File: config.mk
export PLATFORM = sky130hd
export DESIGN_NAME = cpi_regs
export DESIGN_NICKNAME = d
export VERILOG_FILES = /design/src/cpi_pkg.sv /design/src/cpi_pend_if.sv /design/src/cpi_id_fmt.sv /design/src/cpi_apr_bank.sv /design/src/cpi_regs.sv
export VERILOG_INCLUDE_DIRS = /design/src /design/src/src
export SDC_FILE = /design/constraint.sdc
export NUM_CORES = 1
export LEC_CHECK = 0
export CELL_PAD_IN_SITES_DETAIL_PLACEMENT = 1
export CELL_PAD_IN_SITES_GLOBAL_PLACEMENT = 1
export CORE_MARGIN = 2
export CORE_UTILIZATION = 25
export CTS_CLUSTER_DIAMETER = 40
export DETAILED_ROUTE_END_ITERATION = 12
export DONT_BUFFER_PORTS = 1
export HOLD_SLACK_MARGIN = 0.08
export PLACE_DENSITY_LB_ADDON = 0.12
export SETUP_SLACK_MARGIN = 0.4
export SYNTH_ARGS = -nofsm -noshare
export SYNTH_HDL_FRONTEND = slang
export SYNTH_SLANG_ARGS = --single-unit
File: constraint.sdc
create_clock -name clk_in -period 7.8 [get_ports clk_in]
set_clock_uncertainty 0.2 [all_clocks]
set_input_delay 1.56 -clock clk_in [delete_from_list [all_inputs] [get_ports clk_in]]
set_output_delay 1.56 -clock clk_in [all_outputs]
set_load 0.1 [all_outputs]
File: src/cpi_defs.svh
`ifndef CPI_DEFS_SVH
`define CPI_DEFS_SVH

`define CPI_OFF_CTL        12'h000
`define CPI_OFF_SPLIT      12'h008
`define CPI_OFF_AACK       12'h020
`define CPI_OFF_AQRY       12'h028
`define CPI_OFF_APR        12'h0D0
`define CPI_OFF_NSAPR      12'h0E0
`define CPI_APR_MASK       12'hFF0

`define CPI_ID_SPURIOUS    10'h3FF
`define CPI_ID_RSV_LO      10'h3FC
`define CPI_SGI_LIMIT      10'h010

`define CPI_SPLIT_S_RST    3'h2
`define CPI_SPLIT_NS_RST   3'h3
`define CPI_SPLIT_MAX      3'h7
`define CPI_APR_RST        32'h0000_0000

`define CPI_CTL_EN_G0      0
`define CPI_CTL_EN_G1      1
`define CPI_CTL_FIQ_EN     3
`define CPI_CTL_COMMON_BINARY_POINT       4
`define CPI_CTL_S_BYP_LO   5
`define CPI_CTL_EOI_S      9
`define CPI_CTL_S_EOI_NS   10
`define CPI_CTL_NS_EN_G1   0
`define CPI_CTL_NS_BYP_LO  5
`define CPI_CTL_NS_EOI     9

`endif

File: src/cpi_pkg.sv
package cpi_pkg;

   typedef struct packed {
      logic       valid;
      logic [7:0] prio;
      logic [9:0] id;
      logic [2:0] src;
   } cpi_cand_s;

   typedef logic [31:0] cpi_word_t;

endpackage : cpi_pkg

File: src/cpi_pend_if.sv
interface cpi_pend_if;
   import cpi_pkg::*;

   cpi_cand_s  cand0;
   cpi_cand_s  cand1;
   logic [1:0] dist_en;
   logic [1:0] cpu_en;
   cpi_word_t  word;
   logic       real_top;

   modport fmt (
      input  cand0,
      input  cand1,
      input  dist_en,
      input  cpu_en,
      output word,
      output real_top
   );

   modport user (
      output cand0,
      output cand1,
      output dist_en,
      output cpu_en,
      input  word,
      input  real_top
   );
endinterface : cpi_pend_if

File: src/cpi_id_fmt.sv
`include "cpi_defs.svh"

module cpi_id_fmt
   import cpi_pkg::*;
(
   cpi_pend_if.fmt p
);

   wire       elig0;
   wire       elig1;
   wire       top_g1;
   wire       top_any;
   wire       real_g1;
   wire [9:0] id_sel;
   wire [2:0] src_sel;

   // Candidates of a group disabled in the distributor, or carrying a special code, drop out.
   assign elig0   = p.cand0.valid & p.dist_en[0] & (p.cand0.id < `CPI_ID_RSV_LO);
   assign elig1   = p.cand1.valid & p.dist_en[1] & (p.cand1.id < `CPI_ID_RSV_LO);
   // Lower priority value wins; a tie goes to Group 0.
   assign top_g1  = elig1 & (~elig0 | (p.cand1.prio < p.cand0.prio));
   assign top_any = elig0 | elig1;
   // Group 0 on top, or Group 1 masked in this interface, reads as spurious.
   assign real_g1 = top_any & top_g1 & p.cpu_en[1];
   assign id_sel  = real_g1 ? p.cand1.id : `CPI_ID_SPURIOUS;
   assign src_sel = (real_g1 && (p.cand1.id < `CPI_SGI_LIMIT)) ? p.cand1.src : 3'h0;

   assign p.word     = {8'h00, 11'h000, src_sel, id_sel};
   assign p.real_top = real_g1;

endmodule : cpi_id_fmt

File: src/cpi_apr_bank.sv
`include "cpi_defs.svh"

module cpi_apr_bank
   import cpi_pkg::*;
#(
   parameter int NUM = 4
) (
   input  wire logic        clk_in,
   input  wire logic        rst_in,
   input  wire logic        we_in,
   input  wire logic [1:0]  idx_in,
   input  wire logic [31:0] wdata_in,
   output logic      [31:0] rdata_out,
   output logic             any_out
);

   logic [31:0] word_reg [4];
   logic [3:0]  nz;

   if (NUM < 1 || NUM > 4) begin : g_bad_num
      $error("cpi_apr_bank: NUM must be 1 to 4");
   end

   for (genvar i = 0; i < 4; i++) begin : g_word
      if (i < NUM) begin : g_impl
         always_ff @(posedge clk_in) begin
            if (rst_in) begin
               word_reg[i] <= `CPI_APR_RST;
            end else if (we_in && (idx_in == 2'(i))) begin
               word_reg[i] <= wdata_in;
            end
         end
      end else begin : g_absent
         assign word_reg[i] = 32'h0000_0000;
      end
      assign nz[i] = |word_reg[i];
   end

   assign rdata_out = word_reg[idx_in];
   // All-zero contents mean nothing is active.
   assign any_out   = |nz;

endmodule : cpi_apr_bank

File: src/cpi_regs.sv
// Functional notes
// - Alias query returns top Group 1 identifier.
// - Group 0 on top reads 1023.
// - Disabled groups are ignored when choosing top.
// - Group 1 masked in interface reads 1023.
// - Alias query ignores security when disable 0.
// - Identifier in bits 12:0, rest zero.
// - Identifiers 1020 to 1023 are special codes.
// - Source CPU bits only for software interrupts.
// - Alias acknowledge read also acknowledges interrupt.
// - Alias acknowledge ignores security when disable 0.
// - Active priorities reset zero; zero means idle.
// - Active priorities banked when security disable 0.
// - Extra active priority words need more bits.
// - Security disabled: separate Group 1 active words.
// - Split point field divides priority in two.
// - System register mode: split point reads zero.
// - Two states: banked split point per group.
// - One state: common control picks group coverage.
// - Interface control banked with different layouts.
// - Separate end of interrupt controls per state.
`include "cpi_defs.svh"

module cpi_regs
   import cpi_pkg::*;
#(
   parameter int PRIO_BITS = 7
) (
   input  wire logic        clk_in,
   input  wire logic        rst_in,
   input  wire logic        security_disable_in,
   input  wire logic        sysreg_enable_in,
   input  wire logic [1:0]  dist_grp_en_in,
   input  wire logic        g0_pend_valid_in,
   input  wire logic [7:0]  g0_pend_prio_in,
   input  wire logic [9:0]  g0_pend_id_in,
   input  wire logic [2:0]  g0_pend_src_in,
   input  wire logic        g1_pend_valid_in,
   input  wire logic [7:0]  g1_pend_prio_in,
   input  wire logic [9:0]  g1_pend_id_in,
   input  wire logic [2:0]  g1_pend_src_in,
   input  wire logic        reg_req_in,
   input  wire logic        reg_wr_in,
   input  wire logic        reg_ns_in,
   input  wire logic [11:0] reg_addr_in,
   input  wire logic [31:0] reg_wdata_in,
   output logic      [31:0] reg_rdata_out,
   output logic             reg_ack_out,
   output logic             ack_pulse_out,
   output logic      [9:0]  ack_id_out,
   output logic      [1:0]  grp_en_out,
   output logic             fiq_en_out,
   output logic             common_binary_point_out,
   output logic      [3:0]  bypass_dis_out,
   output logic             eoi_mode_s_out,
   output logic             eoi_mode_ns_out,
   output logic      [2:0]  g0_split_out,
   output logic      [2:0]  g1_split_out,
   output logic             active_any_out
);

   localparam int APR_NUM = (PRIO_BITS == 7) ? 4 : ((PRIO_BITS == 6) ? 2 : 1);

   if (PRIO_BITS < 5 || PRIO_BITS > 7) begin : g_bad_prio
      $error("cpi_regs: PRIO_BITS must be 5 to 7");
   end

   // Control state.
   logic        en_g0_reg;
   logic        en_g1_reg;
   logic        fiq_en_reg;
   logic        common_binary_point_reg;
   logic [3:0]  byp_reg;
   logic        eoi_s_reg;
   logic        eoi_ns_reg;
   logic [2:0]  split_s_reg;
   logic [2:0]  split_ns_reg;
   logic [31:0] rdata_reg;
   logic        rack_reg;
   logic        ack_pulse_reg;
   logic [9:0]  ack_id_reg;

   // Access decode.
   wire         acc_ns;
   wire         rd_req;
   wire         wr_req;
   wire         hit_ctl;
   wire         hit_split;
   wire         hit_aack;
   wire         hit_aqry;
   wire         hit_apr;
   wire         hit_nsapr;
   wire [1:0]   apr_idx;
   wire         sel_g0_apr;
   wire         sel_g1_apr;
   wire [31:0]  apr_g0_rd;
   wire [31:0]  apr_g1_rd;
   wire         apr_g0_any;
   wire         apr_g1_any;

   // Register views and next values.
   wire [31:0]  ctl_s_view;
   wire [31:0]  ctl_ns_view;
   wire [2:0]   split_s_inc;
   wire [2:0]   split_ns_view;
   wire [31:0]  split_view;
   wire [31:0]  rd_next;
   wire         ctl_wr;
   wire         ctl_wr_s;
   wire         ctl_wr_ns;
   wire         split_wr_s;
   wire         split_wr_ns;
   wire         ack_take;
   wire         split_ok;
   wire         rd_sel_id;
   wire         rd_sel_apr;
   wire [31:0]  ctl_view;
   wire [31:0]  apr_rd;
   wire [9:0]   ack_id_next;

   cpi_pend_if p_if ();

   // Security disabled means every access is treated as one single state.
   assign acc_ns = reg_ns_in & ~security_disable_in;
   assign rd_req = reg_req_in & ~reg_wr_in;
   assign wr_req = reg_req_in & reg_wr_in;

   assign hit_ctl   = (reg_addr_in == `CPI_OFF_CTL);
   assign hit_split = (reg_addr_in == `CPI_OFF_SPLIT);
   assign hit_aack  = (reg_addr_in == `CPI_OFF_AACK);
   assign hit_aqry  = (reg_addr_in == `CPI_OFF_AQRY);
   assign hit_apr   = ((reg_addr_in & `CPI_APR_MASK) == `CPI_OFF_APR) &
                      (reg_addr_in[1:0] == 2'h0);
   assign hit_nsapr = ((reg_addr_in & `CPI_APR_MASK) == `CPI_OFF_NSAPR) &
                      (reg_addr_in[1:0] == 2'h0);
   assign apr_idx   = reg_addr_in[3:2];

   // Secure or single-state view of the active words keeps Group 0; the banked
   // Non-secure view and the separate Non-secure words keep Group 1.
   assign sel_g0_apr = ~sysreg_enable_in & hit_apr & ~acc_ns;
   assign sel_g1_apr = ~sysreg_enable_in &
                       ((hit_apr & acc_ns) | (hit_nsapr & ~acc_ns));

   cpi_apr_bank #(
      .NUM       (APR_NUM)
   ) u_apr_g0 (
      .clk_in    (clk_in),
      .rst_in    (rst_in),
      .we_in     (wr_req & sel_g0_apr),
      .idx_in    (apr_idx),
      .wdata_in  (reg_wdata_in),
      .rdata_out (apr_g0_rd),
      .any_out   (apr_g0_any)
   );

   cpi_apr_bank #(
      .NUM       (APR_NUM)
   ) u_apr_g1 (
      .clk_in    (clk_in),
      .rst_in    (rst_in),
      .we_in     (wr_req & sel_g1_apr),
      .idx_in    (apr_idx),
      .wdata_in  (reg_wdata_in),
      .rdata_out (apr_g1_rd),
      .any_out   (apr_g1_any)
   );

   // Pending-query formatting.
   assign p_if.cand0   = '{valid: g0_pend_valid_in, prio: g0_pend_prio_in,
                           id: g0_pend_id_in, src: g0_pend_src_in};
   assign p_if.cand1   = '{valid: g1_pend_valid_in, prio: g1_pend_prio_in,
                           id: g1_pend_id_in, src: g1_pend_src_in};
   assign p_if.dist_en = dist_grp_en_in;
   assign p_if.cpu_en  = {en_g1_reg, en_g0_reg};

   cpi_id_fmt u_fmt (
      .p (p_if.fmt)
   );

   // Secure layout, also used when security is disabled.
   assign ctl_s_view = {21'h000000,
                        eoi_ns_reg,
                        eoi_s_reg,
                        byp_reg,
                        common_binary_point_reg,
                        fiq_en_reg,
                        1'b0,
                        en_g1_reg,
                        en_g0_reg};
   // Non-secure layout shows only the Group 1 controls.
   assign ctl_ns_view = {22'h000000,
                         eoi_ns_reg,
                         2'h0,
                         byp_reg[3:2],
                         4'h0,
                         en_g1_reg};

   assign ctl_wr    = wr_req & hit_ctl;
   assign ctl_wr_s  = ctl_wr & ~acc_ns;
   assign ctl_wr_ns = ctl_wr & acc_ns;

   // Non-secure reads see the Secure split plus one, saturated, under common control.
   assign split_s_inc   = (split_s_reg == `CPI_SPLIT_MAX) ? `CPI_SPLIT_MAX :
                          split_s_reg + 3'h1;
   assign split_ns_view = common_binary_point_reg ? split_s_inc : split_ns_reg;
   assign split_view    = sysreg_enable_in ? 32'h0000_0000 :
                          {29'h00000000, acc_ns ? split_ns_view : split_s_reg};
   assign split_ok      = hit_split & ~sysreg_enable_in;
   assign split_wr_s    = wr_req & split_ok & ~acc_ns;
   assign split_wr_ns   = wr_req & split_ok & acc_ns & ~common_binary_point_reg;

   // The aliased pair ignore the security attribute of the access.
   assign ack_take    = rd_req & hit_aack & p_if.real_top;
   // The acknowledged identifier is taken from the formatted word, so it matches the read.
   assign ack_id_next = p_if.word[9:0];

   // Read selection: the security view of the access picks the control layout.
   assign ctl_view   = acc_ns ? ctl_ns_view : ctl_s_view;
   assign rd_sel_id  = hit_aack | hit_aqry;
   assign rd_sel_apr = sel_g0_apr | sel_g1_apr;
   assign apr_rd     = sel_g0_apr ? apr_g0_rd : apr_g1_rd;

   assign rd_next = hit_ctl    ? ctl_view :
                    hit_split  ? split_view :
                    rd_sel_id  ? p_if.word :
                    rd_sel_apr ? apr_rd :
                    32'h0000_0000;

   always_ff @(posedge clk_in) begin
      if (rst_in) begin
         en_g0_reg  <= 1'b0;
         en_g1_reg  <= 1'b0;
         fiq_en_reg <= 1'b0;
         common_binary_point_reg   <= 1'b0;
         byp_reg    <= 4'h0;
         eoi_s_reg  <= 1'b0;
         eoi_ns_reg <= 1'b0;
      end else if (ctl_wr_s) begin
         en_g0_reg  <= reg_wdata_in[`CPI_CTL_EN_G0];
         en_g1_reg  <= reg_wdata_in[`CPI_CTL_EN_G1];
         fiq_en_reg <= reg_wdata_in[`CPI_CTL_FIQ_EN];
         common_binary_point_reg   <= reg_wdata_in[`CPI_CTL_COMMON_BINARY_POINT];
         byp_reg    <= reg_wdata_in[`CPI_CTL_S_BYP_LO +: 4];
         eoi_s_reg  <= reg_wdata_in[`CPI_CTL_EOI_S];
         eoi_ns_reg <= reg_wdata_in[`CPI_CTL_S_EOI_NS];
      end else if (ctl_wr_ns) begin
         en_g1_reg    <= reg_wdata_in[`CPI_CTL_NS_EN_G1];
         byp_reg[3:2] <= reg_wdata_in[`CPI_CTL_NS_BYP_LO +: 2];
         eoi_ns_reg   <= reg_wdata_in[`CPI_CTL_NS_EOI];
      end
   end

   always_ff @(posedge clk_in) begin
      if (rst_in) begin
         split_s_reg  <= `CPI_SPLIT_S_RST;
         split_ns_reg <= `CPI_SPLIT_NS_RST;
      end else begin
         if (split_wr_s) begin
            split_s_reg <= reg_wdata_in[2:0];
         end
         if (split_wr_ns) begin
            split_ns_reg <= reg_wdata_in[2:0];
         end
      end
   end

   // Read data, answer strobe and acknowledge pulse follow the request by one cycle.
   always_ff @(posedge clk_in) begin
      if (rst_in) begin
         rdata_reg     <= 32'h0000_0000;
         rack_reg      <= 1'b0;
         ack_pulse_reg <= 1'b0;
         ack_id_reg    <= 10'h000;
      end else begin
         rack_reg      <= reg_req_in;
         ack_pulse_reg <= ack_take;
         if (rd_req) begin
            rdata_reg <= rd_next;
         end
         if (ack_take) begin
            ack_id_reg <= ack_id_next;
         end
      end
   end

   assign reg_rdata_out  = rdata_reg;
   assign reg_ack_out    = rack_reg;
   assign ack_pulse_out  = ack_pulse_reg;
   assign ack_id_out     = ack_id_reg;
   assign grp_en_out     = {en_g1_reg, en_g0_reg};
   assign fiq_en_out     = fiq_en_reg;
   assign bypass_dis_out = byp_reg;
   assign eoi_mode_s_out  = eoi_s_reg;
   assign eoi_mode_ns_out = eoi_ns_reg;
   assign common_binary_point_out = common_binary_point_reg;

   // Secure split governs Group 0; Group 1 follows it only under common control.
   assign g0_split_out   = split_s_reg;
   assign g1_split_out   = common_binary_point_reg ? split_s_reg : split_ns_reg;
   assign active_any_out = apr_g0_any | apr_g1_any;

endmodule : cpi_regs

Yosys cells after proc, flatten, opt, wreduce, memory -nomap -nowiden
Memories as Yosys holds them, arrays and structs flattened.
Index checks and enable logic that the tools add are counted.

storage, ports and cells
  memory bits (writable) = 256
  register bits = 60
  memories kept = 2

cells by class
  multiplexer cells = 53
  add/sub/neg operators = 1
  reduce and logical (&&, ||, !) cells = 15
  order comparisons = 4
  bitwise gates (word level) = 49
  equality and inequality tests = 9

memories
  name               words  bits a word  rd ports  clocked after memory_dff  wr ports  line                text
  u_apr_g0.word_reg  4      32           5         0                         4         cpi_apr_bank.sv:17  logic [31:0] word_reg [4];
  u_apr_g1.word_reg  4      32           5         0                         4         cpi_apr_bank.sv:17

operators by type and width
  operator                                                                       number
  32-bit 2-to-1 mux                                                              13
  128-bit OR reduction                                                           2
  1-bit 2-to-1 mux                                                               30
  1-bit bitwise AND                                                              29
  12-bit by 6-bit equality test with 1-bit output, second input constant         2
  10-bit less-than comparator, second input constant                             2
  3-bit 2-to-1 mux                                                               6
  8-bit by 4-bit equality test with 1-bit output, second input constant          2
  1-bit bitwise OR                                                               14
  12-bit by 4-bit equality test with 1-bit output, second input constant         1
  12-bit zero test                                                               1
  11-bit 2-to-1 mux                                                              1
  10-bit by 5-bit less-than comparator with 1-bit output, second input constant  1
  10-bit 2-to-1 mux                                                              1
  1-bit logical AND                                                              9
  8-bit less-than comparator                                                     1
  1-bit inverter                                                                 6
  2-bit equality test, second input constant                                     2
  2-bit zero test                                                                2
  2-bit 2-to-1 mux                                                               2
  3-bit by 1-bit adder with 3-bit output, second input constant                  1
  3-bit equality test, second input constant                                     1
  2-bit by 1-bit equality test with 1-bit output, second input constant          1
  2-bit nonzero test                                                             1

Logic depth before layout (Yosys ltp)
  depth after elaboration = 12
  depth in mapped cells = 9
  mapped depth without buffers = 8

By module
A second synthesis with hierarchy kept.

unflattened totals
  cell total of the unflattened synthesis = 1163
  area, all modules = 15478.6 um^2

by module, submodules not included
  module        area each (um^2)  cells each  sequential area each (um^2)  times used
  cpi_apr_bank  5923.2            362         3843.7                       2
  cpi_regs      3064.2            365         1201.2                       1
  cpi_id_fmt    568.0             74          0.0                          1

Worst setup path after synthesis
OpenSTA, ideal clock, no wires.

  kind = input to register
  start = input reg_addr_in[2]
  end = memory u_apr_g0.word_reg[1][0], enable pin
  data required time = 7.090 ns
  arrival time = 5.667 ns
  stages on the path = 4
  path buffers = 2
  slack = 1.422 ns
  library setup time = 0.510 ns
  path through = buf_2 > buf_1 > nand2b_1 > o41ai_1

RTL lines
  item         line                text
  from (decl)  cpi_regs.sv:45      input wire logic [11:0] reg_addr_in,
  to (decl)    cpi_apr_bank.sv:17

==> reports/results.tsv <==
stage	metric	value	unit
worst_hold_path	hold_class	register to register	
floorplanning	initial_utilization	25.2	%
timing	setup_viol	0	
setup_path	crit_type	register to primary output	
finish	fin_util	30.9	%
setup_path	cp-start-kind	register	
global_routing	grt_pass1_vias	10491	
timing	period_needed	4.78	ns
timing	rsz0062_at_grt	no	
yosys	synth-simple-area-share	19.4	%
global_routing	grt_pass1_wl	75500	µm
yosys	async_reset_ff_share	0	%
yosys	synth_xor_area_share	0	%
pwr	fin_total_pwr	0.00513	W
pwr	cellPowerDensity	281	nW/µm²
global_routing	antenna_found_initial	1	
flow_run	cap_violations	0	
floorplanning	pin_count	158	
yosys	synth_edf_count	256	
routing	vias_per_cell	4.91	
setup_path	crit_fanout	2	
cts	h-tree-depth	3	
routing	wl_per_cell	26.4	µm
timing	timing.final.crit_share	61.2	%
floorplanning	die_w	248	µm
routing	ant_nets	0	
cts	cts-resized-gates	0	
placement	hpwl	30500	µm
finish	final_common_cell	and2_1	
floorplanning	die_h	248	µm
cts	cts_tree	done	
pwr	p_leak	6.17	nW
global_routing	grt.overflow.total	0	
timing	maxSlewViolCount	0	
yosys	synthAdderAreaFrac	0.674	%
timing	maxSlewHeadroom	23.6	%
placement	port_buffers	0	
status	run_status	finished, final reports clean	
global_routing	grt_use_total	17.3	%
routing	drc	0	
yosys	yosys.area.top_type	edfxtp_1	
finish	drive_gt1_share	20.1	%
finish	area_growth	22.8	%
placement	gp_congestion	0.711	
timing	fmax	209	MHz
finish	seq_area	8890	µm²
finish	fillers	6198	
finish	multi_input_comb_area	5710	µm²
yosys	netlist_instances	1107	
yosys	netlist.area_leader.share	51.8	%
setup_path	cp.arrival	3.02	ns
cts	cts.sinks	316	
routing	drt_wl_total	52200	µm
yosys	synth_ff_type	edfxtp_1	
yosys	netlist-cell-type-count	52	
cts	clock_latency	0.59	ns
yosys	ys_ff_latch	316	
yosys	syn_nets	1212	
yosys	muxShareOfSynthArea	13.0	%
floorplanning	die-area	61400	µm²
cts	post_cts_buffers	0	
finish	mostFrequentLayoutCells	and2_1, edfxtp_1, clkbuf_16	
setup_path	crit_path_end_kind	primary output	
yosys	netlist_area	14900	µm²
yosys	syn_area_per_cell	13.4	µm²
yosys	synth-seq-area-share	59.9	%
routing	dr.pass1.iters	5	
routing	num_vias	9712	
timing	setup_tns	0	ns
placement	dp_slack	2.67	ns
finish	fin_nets	1245	
pwr	ir_drop	0.000141	V
setup_path	required	6.04	ns
timing	worst_pin_slew	1.14	ns
timing	hold_violations	0	
yosys	synth_compound_area_share	4.63	%
global_routing	grt_max_degree	75	
yosys	synth_top_family_by_area	simple AND/OR/NAND/NOR gates	
timing	setup_ws	3.02	ns
cts	clk_pin_slew	0.05	ns
yosys	yosys_warnings	0	
cts	root_buffer	clkbuf_16	
cts	cts_buffers	73	
yosys	synth_area_leaders	edfxtp_1, and2_1, mux4_2	
floorplanning	rows	89	
routing	drt_iter0_markers	524	
cts	ctsHoldBuffers	0	
cts	cts_buffer_depth	3	
floorplanning	coreArea	58900	µm²
power breakdown:
part	switching (W)	internal [W]
clock network	0.00100	0.00199
logic	0.0000933	0.0000821
registers	0.0000612	0.00190
per-stage QoR:
| step | hold slack, ns | std cells | cell area (µm²) |
|---|---|---|---|
| detailed placement | 0.293 | 1838 | 15800 |
| global placement | 0.274 | 1838 | 15800 |
| CTS | 0.296 | 1973 | 18200 |
| finish | 0.292 | 1976 | 18200 |
| global route | 0.327 | 1973 | 18200 |
| floorplan | 0.259 | 1107 | 14900 |
synth_stat cells (2+ instances only):
cell type,instances
a311oi_1,4
nand4_1,22
buf_4,5
nand3_1,7
mux4_2,64
nor4_1,73
inv_1,11
o21a_1,2
o221a_2,3
clkbuf_2,12
o21ai_0,14
a22o_1,5
clkbuf_1,32
nand2b_1,4
edfxtp_1,256
o211ai_1,3
mux2i_1,47
a2bb2oi_1,23
o22ai_1,3
ha_1,8
a31oi_1,2
dfxtp_1,60
nor3_2,4
buf_2,16
o221ai_1,2
nor2b_1,8
nand3_2,2
and2_1,258
nor2_1,66
nand2_1,37
mux2_2,2
o41ai_1,2
a2111oi_0,2
a21oi_1,12
buf_1,4
a22oi_1,3
a211oi_1,5
nor3_1,10
cell families after synthesis:
group	count (synthesis)
AND/OR/NAND/NOR	497
flip-flops	316
multiplexers	113
AO/OA/AOI/OAI	92
buffers and inverters	81
adder cells (fa/ha/maj)	8
worst paths after layout:
kind,from,end,slack [ns],depth (start not counted)
worst min-delay path,split_ns_reg[1],split_ns_reg[1],0.29,2
worst max-delay path,u_apr_g0.word_reg[2][3],active_any_out,3.02,5
worst max register to register,en_g1_reg,reg_rdata_out[11],5.22,6
worst min register to register,split_ns_reg[1],split_ns_reg[1],0.29,2
per-layer routing:
metal  part of all wire, %  vias up  global-route usage, %
met5                     0        -                      0
met1                    45     5046                   22.6
met3                   6.6       72                   4.77
met4                   1.9        0                   4.68
met2                    46      284                   28.0
li1                      -     4310                      -
layout make-up:
cell class / instances / share of cell area [%]
Antenna cell: 3 / 0.0412
Clock buffer: 95 / 10.9
Clock inverter: 40 / 2.35
Inverter: 12 / 0.247
Multi-Input combinational cell: 710 / 31.3
Sequential cell: 316 / 48.8
Tap cell: 773 / 5.31
Timing Repair Buffer: 27 / 1.11
critical path, stage by stage (launching register included):
cell,delay (ns)
edfxtp_1,0.40
nor4_1,0.42
nand4_1,0.26
nor4_1,0.77
nand4_1,0.27
buf_4,0.31
Power figures use the tool's default switching activity.
